[config.mk]
export PLATFORM = sky130hd
export DESIGN_NAME = lsq_sequencer
export DESIGN_NICKNAME = d
export VERILOG_FILES = /design/src/lsq_pkg.sv /design/src/lsq_trig_in.sv /design/src/lsq_tick_div.sv /design/src/lsq_sequencer.sv
export VERILOG_INCLUDE_DIRS = /design/src
export SDC_FILE = /design/constraint.sdc
export NUM_CORES = 1
export LEC_CHECK = 0
export BUFFER_PORTS_ARGS = -buffer_cell sky130_fd_sc_hd__buf_2
export CAP_MARGIN = 5
export CORE_MARGIN = 1
export CORE_UTILIZATION = 55
export DETAILED_ROUTE_END_ITERATION = 6
export MAX_ROUTING_LAYER = met4
export PLACE_DENSITY = 0.71
export SLEW_MARGIN = 10
export SYNTH_ARGS = -nofsm -noshare
export SYNTH_HDL_FRONTEND = slang
export SYNTH_SLANG_ARGS = --single-unit
[constraint.sdc]
create_clock -name clock -period 8.9 [get_ports clock]
set_input_delay 1.78 -clock clock [delete_from_list [all_inputs] [get_ports clock]]
set_output_delay 1.78 -clock clock [all_outputs]
set_load 0.005 [all_outputs]
[src/lsq_defs.svh]
// Purpose: constants for the light strobe sequencer (offsets, fields, resets, timing)
// Assumes: 40 MHz clock; word-aligned Avalon-MM byte addresses
// Notes: offsets below are word indices; the byte address is four times the index
`ifndef LSQ_DEFS_SVH
`define LSQ_DEFS_SVH

`define LSQ_A_CTRL 6'h00
`define LSQ_A_STAT 6'h01
`define LSQ_A_SHAPE 6'h02
`define LSQ_A_CAMW 6'h03
`define LSQ_A_TICK 6'h04
`define LSQ_T_MAP 2'h1
`define LSQ_T_PER 2'h2

`define LSQ_F_TYPE 1:0
`define LSQ_F_EVT 3:2
`define LSQ_B_APPLY 4
`define LSQ_F_NSEQ 1:0
`define LSQ_F_NFRM 5:4
`define LSQ_F_NEXE 15:8
`define LSQ_F_MAP 3:0
`define LSQ_F_WID 31:16
`define LSQ_F_PER 15:0

`define LSQ_M_CTRL 32'h0000000F
`define LSQ_M_SHAPE 32'h0000FF33
`define LSQ_M_HALF 32'h0000FFFF
`define LSQ_M_MAP 32'hFFFF000F

`define LSQ_RST_CTRL 32'h00000000
`define LSQ_RST_SHAPE 32'h00000033
`define LSQ_RST_CAMW 32'h00000001
`define LSQ_CLK_NS 25
`define LSQ_TICK_NS 1000
`define LSQ_RST_TICK (`LSQ_TICK_NS / `LSQ_CLK_NS)

`endif

[src/lsq_pkg.sv]
// Purpose: shared types of the light strobe sequencer
// Assumes: nothing beyond the constants header
// Notes: encodings match the control register fields
package lsq_pkg;
  typedef enum logic [1:0] {
    LSQ_ONE_SHOT = 2'h0,
    LSQ_CONT = 2'h1,
    LSQ_FREE = 2'h2
  } lsq_type_e;

  typedef enum logic [1:0] {
    LSQ_EV_SERIES = 2'h0,
    LSQ_EV_SEQ = 2'h1,
    LSQ_EV_FRAME = 2'h2
  } lsq_evt_e;

  typedef enum logic [1:0] {
    LSQ_S_IDLE = 2'b01,
    LSQ_S_RUN = 2'b10
  } lsq_state_e;
endpackage

[src/lsq_trig_in.sv]
// Purpose: trigger input synchroniser and rising-edge detector
// Assumes: trigger polarity already resolved outside
// Notes: first stage feeds only the second stage
module lsq_trig_in (
  // clock and reset
  input wire logic clock,
  input wire logic rst_n,
  // raw trigger and results
  input wire logic trigger_in,
  output logic level,
  output logic rise
);
  logic sync_a;
  logic sync_b;
  logic prev;

  always_ff @(posedge clock) begin
    if (!rst_n) begin
      sync_a <= 1'b0;
      sync_b <= 1'b0;
      prev <= 1'b0;
    end else begin
      sync_a <= trigger_in;
      sync_b <= sync_a;
      prev <= sync_b;
    end
  end

  // a held level gives one pulse only
  assign level = sync_b;
  assign rise = sync_b & ~prev;
endmodule

[src/lsq_tick_div.sv]
// Purpose: divider making the one-cycle time-base tick for frame timing
// Assumes: div of zero behaves as one
// Notes: clear realigns the phase when a run starts or new settings are applied
module lsq_tick_div #(
  parameter int W = 16
) (
  // clock and reset
  input wire logic clock,
  input wire logic rst_n,
  // control and tick
  input wire logic clear,
  input wire logic [W-1:0] div,
  output logic tick
);
  logic [W-1:0] cnt;
  wire logic [W:0] cnt_inc = {1'b0, cnt} + {{W{1'b0}}, 1'b1};

  assign tick = ~clear & (cnt_inc >= {1'b0, div});

  always_ff @(posedge clock) begin
    if (!rst_n || clear || tick) begin
      cnt <= '0;
    end else begin
      cnt <= cnt_inc[W-1:0];
    end
  end
endmodule

[src/lsq_sequencer.sv]
// Purpose: trigger-driven four-channel strobe sequencer with Avalon-MM registers
// Assumes: trigger_in synchronous-safe via lsq_trig_in; master holds requests
// Notes: every access answers with waitrequest low in its second cycle
//
// Chosen here: the Avalon-MM register port and the register offsets.
`include "lsq_defs.svh"

module lsq_sequencer import lsq_pkg::*; (
  // clock and reset
  input wire logic clock,
  input wire logic rst_n,
  // avalon-mm slave
  input wire logic [7:0] address,
  input wire logic read,
  input wire logic write,
  input wire logic [31:0] writedata,
  input wire logic [3:0] byteenable,
  output logic [31:0] readdata,
  output logic waitrequest,
  // trigger source
  input wire logic trigger_in,
  // light channels and camera
  output logic light_channel_one,
  output logic light_channel_two,
  output logic light_channel_three,
  output logic light_channel_four,
  output logic camera_trigger
);
  localparam int NCH = 4;

  function automatic logic [31:0] be_merge(input logic [31:0] old_w,
                                           input logic [31:0] new_w,
                                           input logic [3:0] be);
    logic [31:0] res;
    res = old_w;
    for (int b = 0; b < 4; b++) begin
      if (be[b]) begin
        res[b*8 +: 8] = new_w[b*8 +: 8];
      end
    end
    return res;
  endfunction

  // configuration
  logic [31:0] ctrl;
  logic [31:0] shape;
  logic [31:0] camw;
  logic [31:0] tick_div;
  logic [31:0] frm_map [16];
  logic [31:0] frm_per [16];

  // sequencer state
  lsq_state_e state;
  logic [1:0] seq;
  logic [1:0] frm;
  logic [7:0] exe;
  logic [15:0] cnt;
  logic fell;
  logic [NCH-1:0] lights;
  logic cam;
  logic trig_lvl;
  logic trig_rise;

  // bus
  logic ack;
  logic [31:0] rd_word;
  wire logic req = read | write;
  wire logic [5:0] widx = address[7:2];
  wire logic [3:0] tidx = widx[3:0];
  wire logic hit_map = widx[5:4] == `LSQ_T_MAP;
  wire logic hit_per = widx[5:4] == `LSQ_T_PER;
  wire logic wr_go = write & ack;
  wire logic wr_ctrl = wr_go & (widx == `LSQ_A_CTRL);
  wire logic apply = wr_ctrl & byteenable[0] & writedata[`LSQ_B_APPLY];
  wire logic [31:0] new_ctrl = be_merge(ctrl, writedata, byteenable) & `LSQ_M_CTRL;

  assign waitrequest = req & ~ack;

  // status word; reserved bits read as zero
  // live view only, so software polling may miss a short strobe
  wire logic [31:0] stat_word = {
    2'h0,
    trig_lvl,
    exe,
    4'h0,
    cam,
    lights,
    2'h0,
    frm,
    2'h0,
    seq,
    3'h0,
    state == LSQ_S_RUN
  };

  always_comb begin
    rd_word = 32'h00000000;
    if (hit_map) begin
      rd_word = frm_map[tidx];
    end else if (hit_per) begin
      rd_word = frm_per[tidx];
    end else begin
      unique case (widx)
        `LSQ_A_CTRL: rd_word = ctrl;
        `LSQ_A_STAT: rd_word = stat_word;
        `LSQ_A_SHAPE: rd_word = shape;
        `LSQ_A_CAMW: rd_word = camw;
        `LSQ_A_TICK: rd_word = tick_div;
        default: rd_word = 32'h00000000;
      endcase
    end
  end

  // one wait state so read data always comes from a flop
  // a master that drops read before waitrequest falls gets stale data
  always_ff @(posedge clock) begin
    if (!rst_n) begin
      ack <= 1'b0;
      readdata <= 32'h00000000;
    end else begin
      ack <= req & ~ack;
      if (read & ~ack) begin
        readdata <= rd_word;
      end
    end
  end

  // register writes take effect at the edge where waitrequest is low
  always_ff @(posedge clock) begin
    if (!rst_n) begin
      ctrl <= `LSQ_RST_CTRL;
      shape <= `LSQ_RST_SHAPE;
      camw <= `LSQ_RST_CAMW;
      tick_div <= 32'(`LSQ_RST_TICK);
      for (int i = 0; i < 16; i++) begin
        frm_map[i] <= 32'h00000000;
        frm_per[i] <= 32'h00000000;
      end
    end else if (wr_go) begin
      if (hit_map) begin
        frm_map[tidx] <= be_merge(frm_map[tidx], writedata, byteenable) & `LSQ_M_MAP;
      end else if (hit_per) begin
        frm_per[tidx] <= be_merge(frm_per[tidx], writedata, byteenable) & `LSQ_M_HALF;
      end else if (widx == `LSQ_A_CTRL) begin
        ctrl <= new_ctrl;
      end else if (widx == `LSQ_A_SHAPE) begin
        shape <= be_merge(shape, writedata, byteenable) & `LSQ_M_SHAPE;
      end else if (widx == `LSQ_A_CAMW) begin
        camw <= be_merge(camw, writedata, byteenable) & `LSQ_M_HALF;
      end else if (widx == `LSQ_A_TICK) begin
        tick_div <= be_merge(tick_div, writedata, byteenable) & `LSQ_M_HALF;
      end
    end
  end

  // trigger and time base
  logic tick;
  logic start;

  lsq_trig_in u_trig (
    .clock(clock),
    .rst_n(rst_n),
    .trigger_in(trigger_in),
    .level(trig_lvl),
    .rise(trig_rise)
  );

  lsq_tick_div #(.W(16)) u_tick (
    .clock(clock),
    .rst_n(rst_n),
    .clear(start | apply),
    .div(tick_div[`LSQ_F_PER]),
    .tick(tick)
  );

  // decode of the active settings
  wire lsq_type_e mode = lsq_type_e'(ctrl[`LSQ_F_TYPE]);
  wire lsq_evt_e evt_raw = lsq_evt_e'(ctrl[`LSQ_F_EVT]);
  // granularity applies only to one-shot; other modes run whole series
  wire lsq_evt_e evt = (mode == LSQ_ONE_SHOT) ? evt_raw : LSQ_EV_SERIES;
  wire logic [1:0] last_seq = shape[`LSQ_F_NSEQ];
  wire logic [1:0] last_frm = shape[`LSQ_F_NFRM];
  wire logic [7:0] last_exe = shape[`LSQ_F_NEXE];
  wire logic running = state == LSQ_S_RUN;

  // current frame settings
  wire logic [3:0] fidx = {seq, frm};
  wire logic [NCH-1:0] map = frm_map[fidx][`LSQ_F_MAP];
  wire logic [15:0] width = frm_map[fidx][`LSQ_F_WID];
  wire logic [15:0] period = frm_per[fidx][`LSQ_F_PER];
  wire logic [16:0] cnt_inc = {1'b0, cnt} + 17'h00001;
  // a zero period still lasts one tick
  wire logic frame_end = running & tick & (cnt_inc >= {1'b0, period});

  // position bookkeeping
  wire logic f_last = frm == last_frm;
  wire logic e_last = exe == last_exe;
  wire logic s_last = seq == last_seq;
  wire logic seq_done = f_last & e_last;
  wire logic rec_done = seq_done & s_last;
  wire logic [1:0] nxt_frm = f_last ? 2'h0 : 2'(frm + 2'h1);
  wire logic [7:0] nxt_exe = !f_last ? exe : (e_last ? 8'h00 : 8'(exe + 8'h01));
  wire logic [1:0] nxt_seq = !seq_done ? seq : (s_last ? 2'h0 : 2'(seq + 2'h1));

  // end-of-run decision at a frame boundary
  logic stop;
  always_comb begin
    stop = 1'b0;
    unique case (mode)
      LSQ_FREE: stop = 1'b0;
      LSQ_CONT: stop = rec_done & (fell | ~trig_lvl);
      default: begin
        unique case (evt)
          LSQ_EV_FRAME: stop = 1'b1;
          LSQ_EV_SEQ: stop = seq_done;
          default: stop = rec_done;
        endcase
      end
    endcase
  end

  // free-run needs no trigger; other modes wait for an edge
  assign start = (state == LSQ_S_IDLE) & ~apply &
                 ((mode == LSQ_FREE) | trig_rise);

  always_ff @(posedge clock) begin
    if (!rst_n) begin
      state <= LSQ_S_IDLE;
      seq <= 2'h0;
      frm <= 2'h0;
      exe <= 8'h00;
      cnt <= 16'h0000;
      fell <= 1'b0;
    end else if (apply) begin
      // new settings abort a run and rewind the recipe
      state <= LSQ_S_IDLE;
      seq <= 2'h0;
      frm <= 2'h0;
      exe <= 8'h00;
      cnt <= 16'h0000;
      fell <= 1'b0;
    end else begin
      unique case (state)
        LSQ_S_IDLE: begin
          if (start) begin
            state <= LSQ_S_RUN;
            cnt <= 16'h0000;
            fell <= 1'b0;
          end
        end
        LSQ_S_RUN: begin
          if (!trig_lvl) begin
            fell <= 1'b1;
          end
          if (frame_end) begin
            cnt <= 16'h0000;
            frm <= nxt_frm;
            exe <= nxt_exe;
            seq <= nxt_seq;
            if (stop) begin
              state <= LSQ_S_IDLE;
            end else if (rec_done) begin
              fell <= 1'b0;
            end
          end else if (tick) begin
            cnt <= 16'(cnt_inc);
          end
        end
        default: state <= LSQ_S_IDLE;
      endcase
    end
  end

  // output drive; all low whenever not inside a frame
  // registered so the light drivers never see decode glitches
  logic [NCH-1:0] next_lights;
  genvar c;
  generate
    for (c = 0; c < NCH; c++) begin : g_ch
      assign next_lights[c] = running & ~apply & map[c] & (cnt < width);
    end
  endgenerate
  wire logic next_cam = running & ~apply & (cnt < camw[`LSQ_F_PER]);

  always_ff @(posedge clock) begin
    if (!rst_n) begin
      lights <= '0;
      cam <= 1'b0;
    end else begin
      lights <= next_lights;
      cam <= next_cam;
    end
  end

  assign light_channel_one = lights[0];
  assign light_channel_two = lights[1];
  assign light_channel_three = lights[2];
  assign light_channel_four = lights[3];
  assign camera_trigger = cam;
endmodule

==> flow_summary.json <==
{
  "synthArstFlopShare_pct": 0,
  "first_pass_iters": 6,
  "wl_um": 109000,
  "synth_ff_type": "edfxtp_1",
  "clk-insertion-delay-late_ps": 660,
  "powerDensity_nw_per_um2": 182,
  "grt_max_degree": 99,
  "fin_setup_tns_ps": 0,
  "cp-end-kind": "flop",
  "antenna_found_initial": 0,
  "fin_nets": 2839,
  "path_class": "flop to flop",
  "worstPathRequired_ps": 9470,
  "maxCapViolations": 0,
  "die-area_sq_um": 69300,
  "grt_usage_pct": 32.8,
  "row_count": 95,
  "routabilityCongestion": 0.901,
  "cp_top_family": "buffers and inverters",
  "hpwl_um": 66900,
  "clockBufferDepth": 3,
  "rsz0062_at_grt": "false",
  "yosys_warnings": 0,
  "drv_slew": 0,
  "clock.fmax_ghz": 0.183,
  "fin_ws_ps": 3430,
  "hold_violations": 0,
  "final_common_cell": "nor2_1",
  "fin_crit_sh_pct": 61.4,
  "area_delta_synth_final_pct": 8.47,
  "cts.reportedPaths.clkPinSlew_ps": 60,
  "drtAntennaViolNets": 0,
  "placement.io_buffers": 84,
  "grt_pass1_vias": 25008,
  "relSlewSlack_pct": 20.7,
  "htree_levels": 3,
  "worst_setup_path_start_kind": "flop",
  "hold_depth": 1,
  "wl_per_cell_um": 29.9,
  "grt_overflow": 0,
  "synth_nets": 2854,
  "hold_buffers": 0,
  "cts_root_buffer": "clkbuf_16",
  "worstPathArrival_ps": 6040,
  "synth-edff-count": 576,
  "clock_sinks": 712,
  "cp.depth": 13,
  "coreArea_sq_um": 67400,
  "synth_seq_cells": 712,
  "min_period_ps": 5470,
  "cp_slowest_cell": "dfxtp_4",
  "crit_path_cell_trace": "buf_4 > mux4_2 > mux4_2 > inv_1 > ha_1 > nand3_1 > a21boi_1 > o311ai_0 > a21oi_1 > or2_1 > or4_1 > inv_1 > a22o_1",
  "syn_area_per_cell_sq_um": 13.7,
  "p_leak_nw": 14.2,
  "seq_area_frac_synth_pct": 53.3,
  "diodes": 0,
  "cts_setup_buffers": 0,
  "drt-initial-drc-count": 3363,
  "synth_cells": 2732,
  "outcome": "finished, final reports clean",
  "dr_total_vias": 25068,
  "skew_ps": 32.9,
  "drive_above_1_share_pct": 23.2,
  "cts_made_buffers": 76,
  "path_buf_inv": 3,
  "crit_path_max_fanout": 36,
  "die_w_um": 263,
  "yosysUniqueCellTypes": 64,
  "rr_worst_depth": 13,
  "start_util_pct": 55.7,
  "fill_cells": 5020,
  "io_pins": 87,
  "final_cell_mix": "nor2_1, edfxtp_1, mux4_2",
  "cts_tree": "done",
  "ctsResizeCount": 0,
  "die_h_um": 263,
  "grt_pass1_wl_um": 160000,
  "hp-class": "flop to flop",
  "route.detailed.drc": 0,
  "setup_viol_count_final": 0,
  "netlist_area_sq_um": 37500,
  "place_ws_ps": 3190,
  "worst_slew_pin_slew_ps": 1190,
  "vias_per_cell": 6.87,
  "ir_worst_vdd_mv": 0.139,
  "cp_slowest_stage_delay_ps": 850
}
==> through the flow <==
stage	power [mW]	hold slack, ps	utilization [%]	cell area, sq um	std cells
finish	7.43	434	60.4	40700	3650
global route	7.59	458	60.4	40700	3650
CTS	7.42	441	60.4	40700	3650
detailed placement	4.44	433	56.9	38400	3512
global placement	4.41	423	56.9	38400	3512
floorplan	4.24	412	-	37500	2732
==> worst register-to-register path: stages (launching register included) <==
cell	delay (ps)
dfxtp_4	850
buf_4	750
mux4_2	620
mux4_2	470
inv_1	170
ha_1	270
nand3_1	90
a21boi_1	60
o311ai_0	400
a21oi_1	200
or2_1	300
or4_1	690
inv_1	350
a22o_1	200
==> registers in the layout, indices dropped and copies added (netlist names), 2 cells and up <==
register    count
cnt            16
frm_map       320
ctrl            4
state           2
seq             2
frm             2
frm_per       256
exe             8
shape          12
tick_div       16
readdata       32
u_tick.cnt     16
lights          4
camw           16
==> per-layer routing <==
layer | track usage [%] | wire length (um) | vias to the layer above
met5 | - | 0 | -
met4 | 13.2 | 4750 | 0
met3 | 7.62 | 14200 | 333
met2 | 50.4 | 51600 | 1825
met1 | 42.3 | 38700 | 12636
li1 | - | - | 10274
==> path summary, 6_finish.rpt <==
kind / start / endpoint / slack (ps)
max reg2reg: frm[0]$_SDFFE_PP0P_ / cnt[5]$_SDFFE_PP0P_ / 3430
min reg2reg: u_trig.sync_a$_SDFF_PN0_ / u_trig.level$_SDFF_PN0_ / 430
min: u_trig.sync_a$_SDFF_PN0_ / u_trig.level$_SDFF_PN0_ / 430
max: frm[0]$_SDFFE_PP0P_ / cnt[5]$_SDFFE_PP0P_ / 3430
==> power by group <==
part | switching [mW] | internal (mW)
registers | 0.0512 | 3.69
clock network | 1.35 | 1.70
logic | 0.407 | 0.237
total | 1.80 | 5.62
==> cell type report <==
cell class              instances  area, sq um  share of cell area [%]
clock inverters                33          277                   0.679
inverters                      79          297                   0.729
clock buffers                 105         2060                    5.07
well taps                     873         1090                    2.68
flip-flops and latches        712        20000                    49.2
multi-input cells            1719        16100                    39.7
repair buffers                129          792                    1.95
==> cells in the mapped netlist, types with 3 or more instances <==
library cell / instances / area share (%)
inv_1: 79 / 0.79
nand3_1: 30 / 0.40
dfxtp_1: 136 / 7.3
buf_6: 5 / 0.15
and4_1: 3 / 0.070
a21oi_1: 38 / 0.51
nand2b_1: 7 / 0.12
nor2b_1: 75 / 1.3
a21boi_0: 11 / 0.22
mux2i_2: 4 / 0.15
buf_4: 47 / 0.94
a22o_1: 18 / 0.42
mux2i_4: 32 / 1.9
a221oi_1: 9 / 0.21
mux4_2: 360 / 22
nor4_1: 3 / 0.050
clkbuf_1: 119 / 1.2
nor3_1: 16 / 0.21
mux2i_1: 47 / 1.3
buf_2: 20 / 0.27
xnor2_1: 25 / 0.58
edfxtp_1: 576 / 46
and2_1: 11 / 0.18
nor3b_1: 6 / 0.12
or3_1: 5 / 0.083
a211oi_1: 6 / 0.12
o21ai_0: 31 / 0.41
xor2_1: 17 / 0.40
o211ai_1: 3 / 0.060
buf_1: 31 / 0.31
o31ai_1: 3 / 0.060
nor2_1: 627 / 6.3
a21o_1: 16 / 0.32
and3_1: 19 / 0.32
a22oi_1: 36 / 0.72
nand3b_1: 3 / 0.060
nand4_1: 23 / 0.38
nand2_1: 128 / 1.3
ha_1: 73 / 2.4
==> cells by family (layout without fill, tap and decap cells) <==
group / after synthesis / count (layout) / share of synthesized area [%]
simple gates: 970 / 970 / 11.2
compound gates: 191 / 191 / 3.48
mux: 443 / 443 / 24.9
flops: 712 / 712 / 53.3
xor+xnor: 42 / 42 / 0.980
buf+inv: 301 / 346 / 3.65
fa+ha+maj: 73 / 73 / 2.43
(Power assumes the default switching activity.)
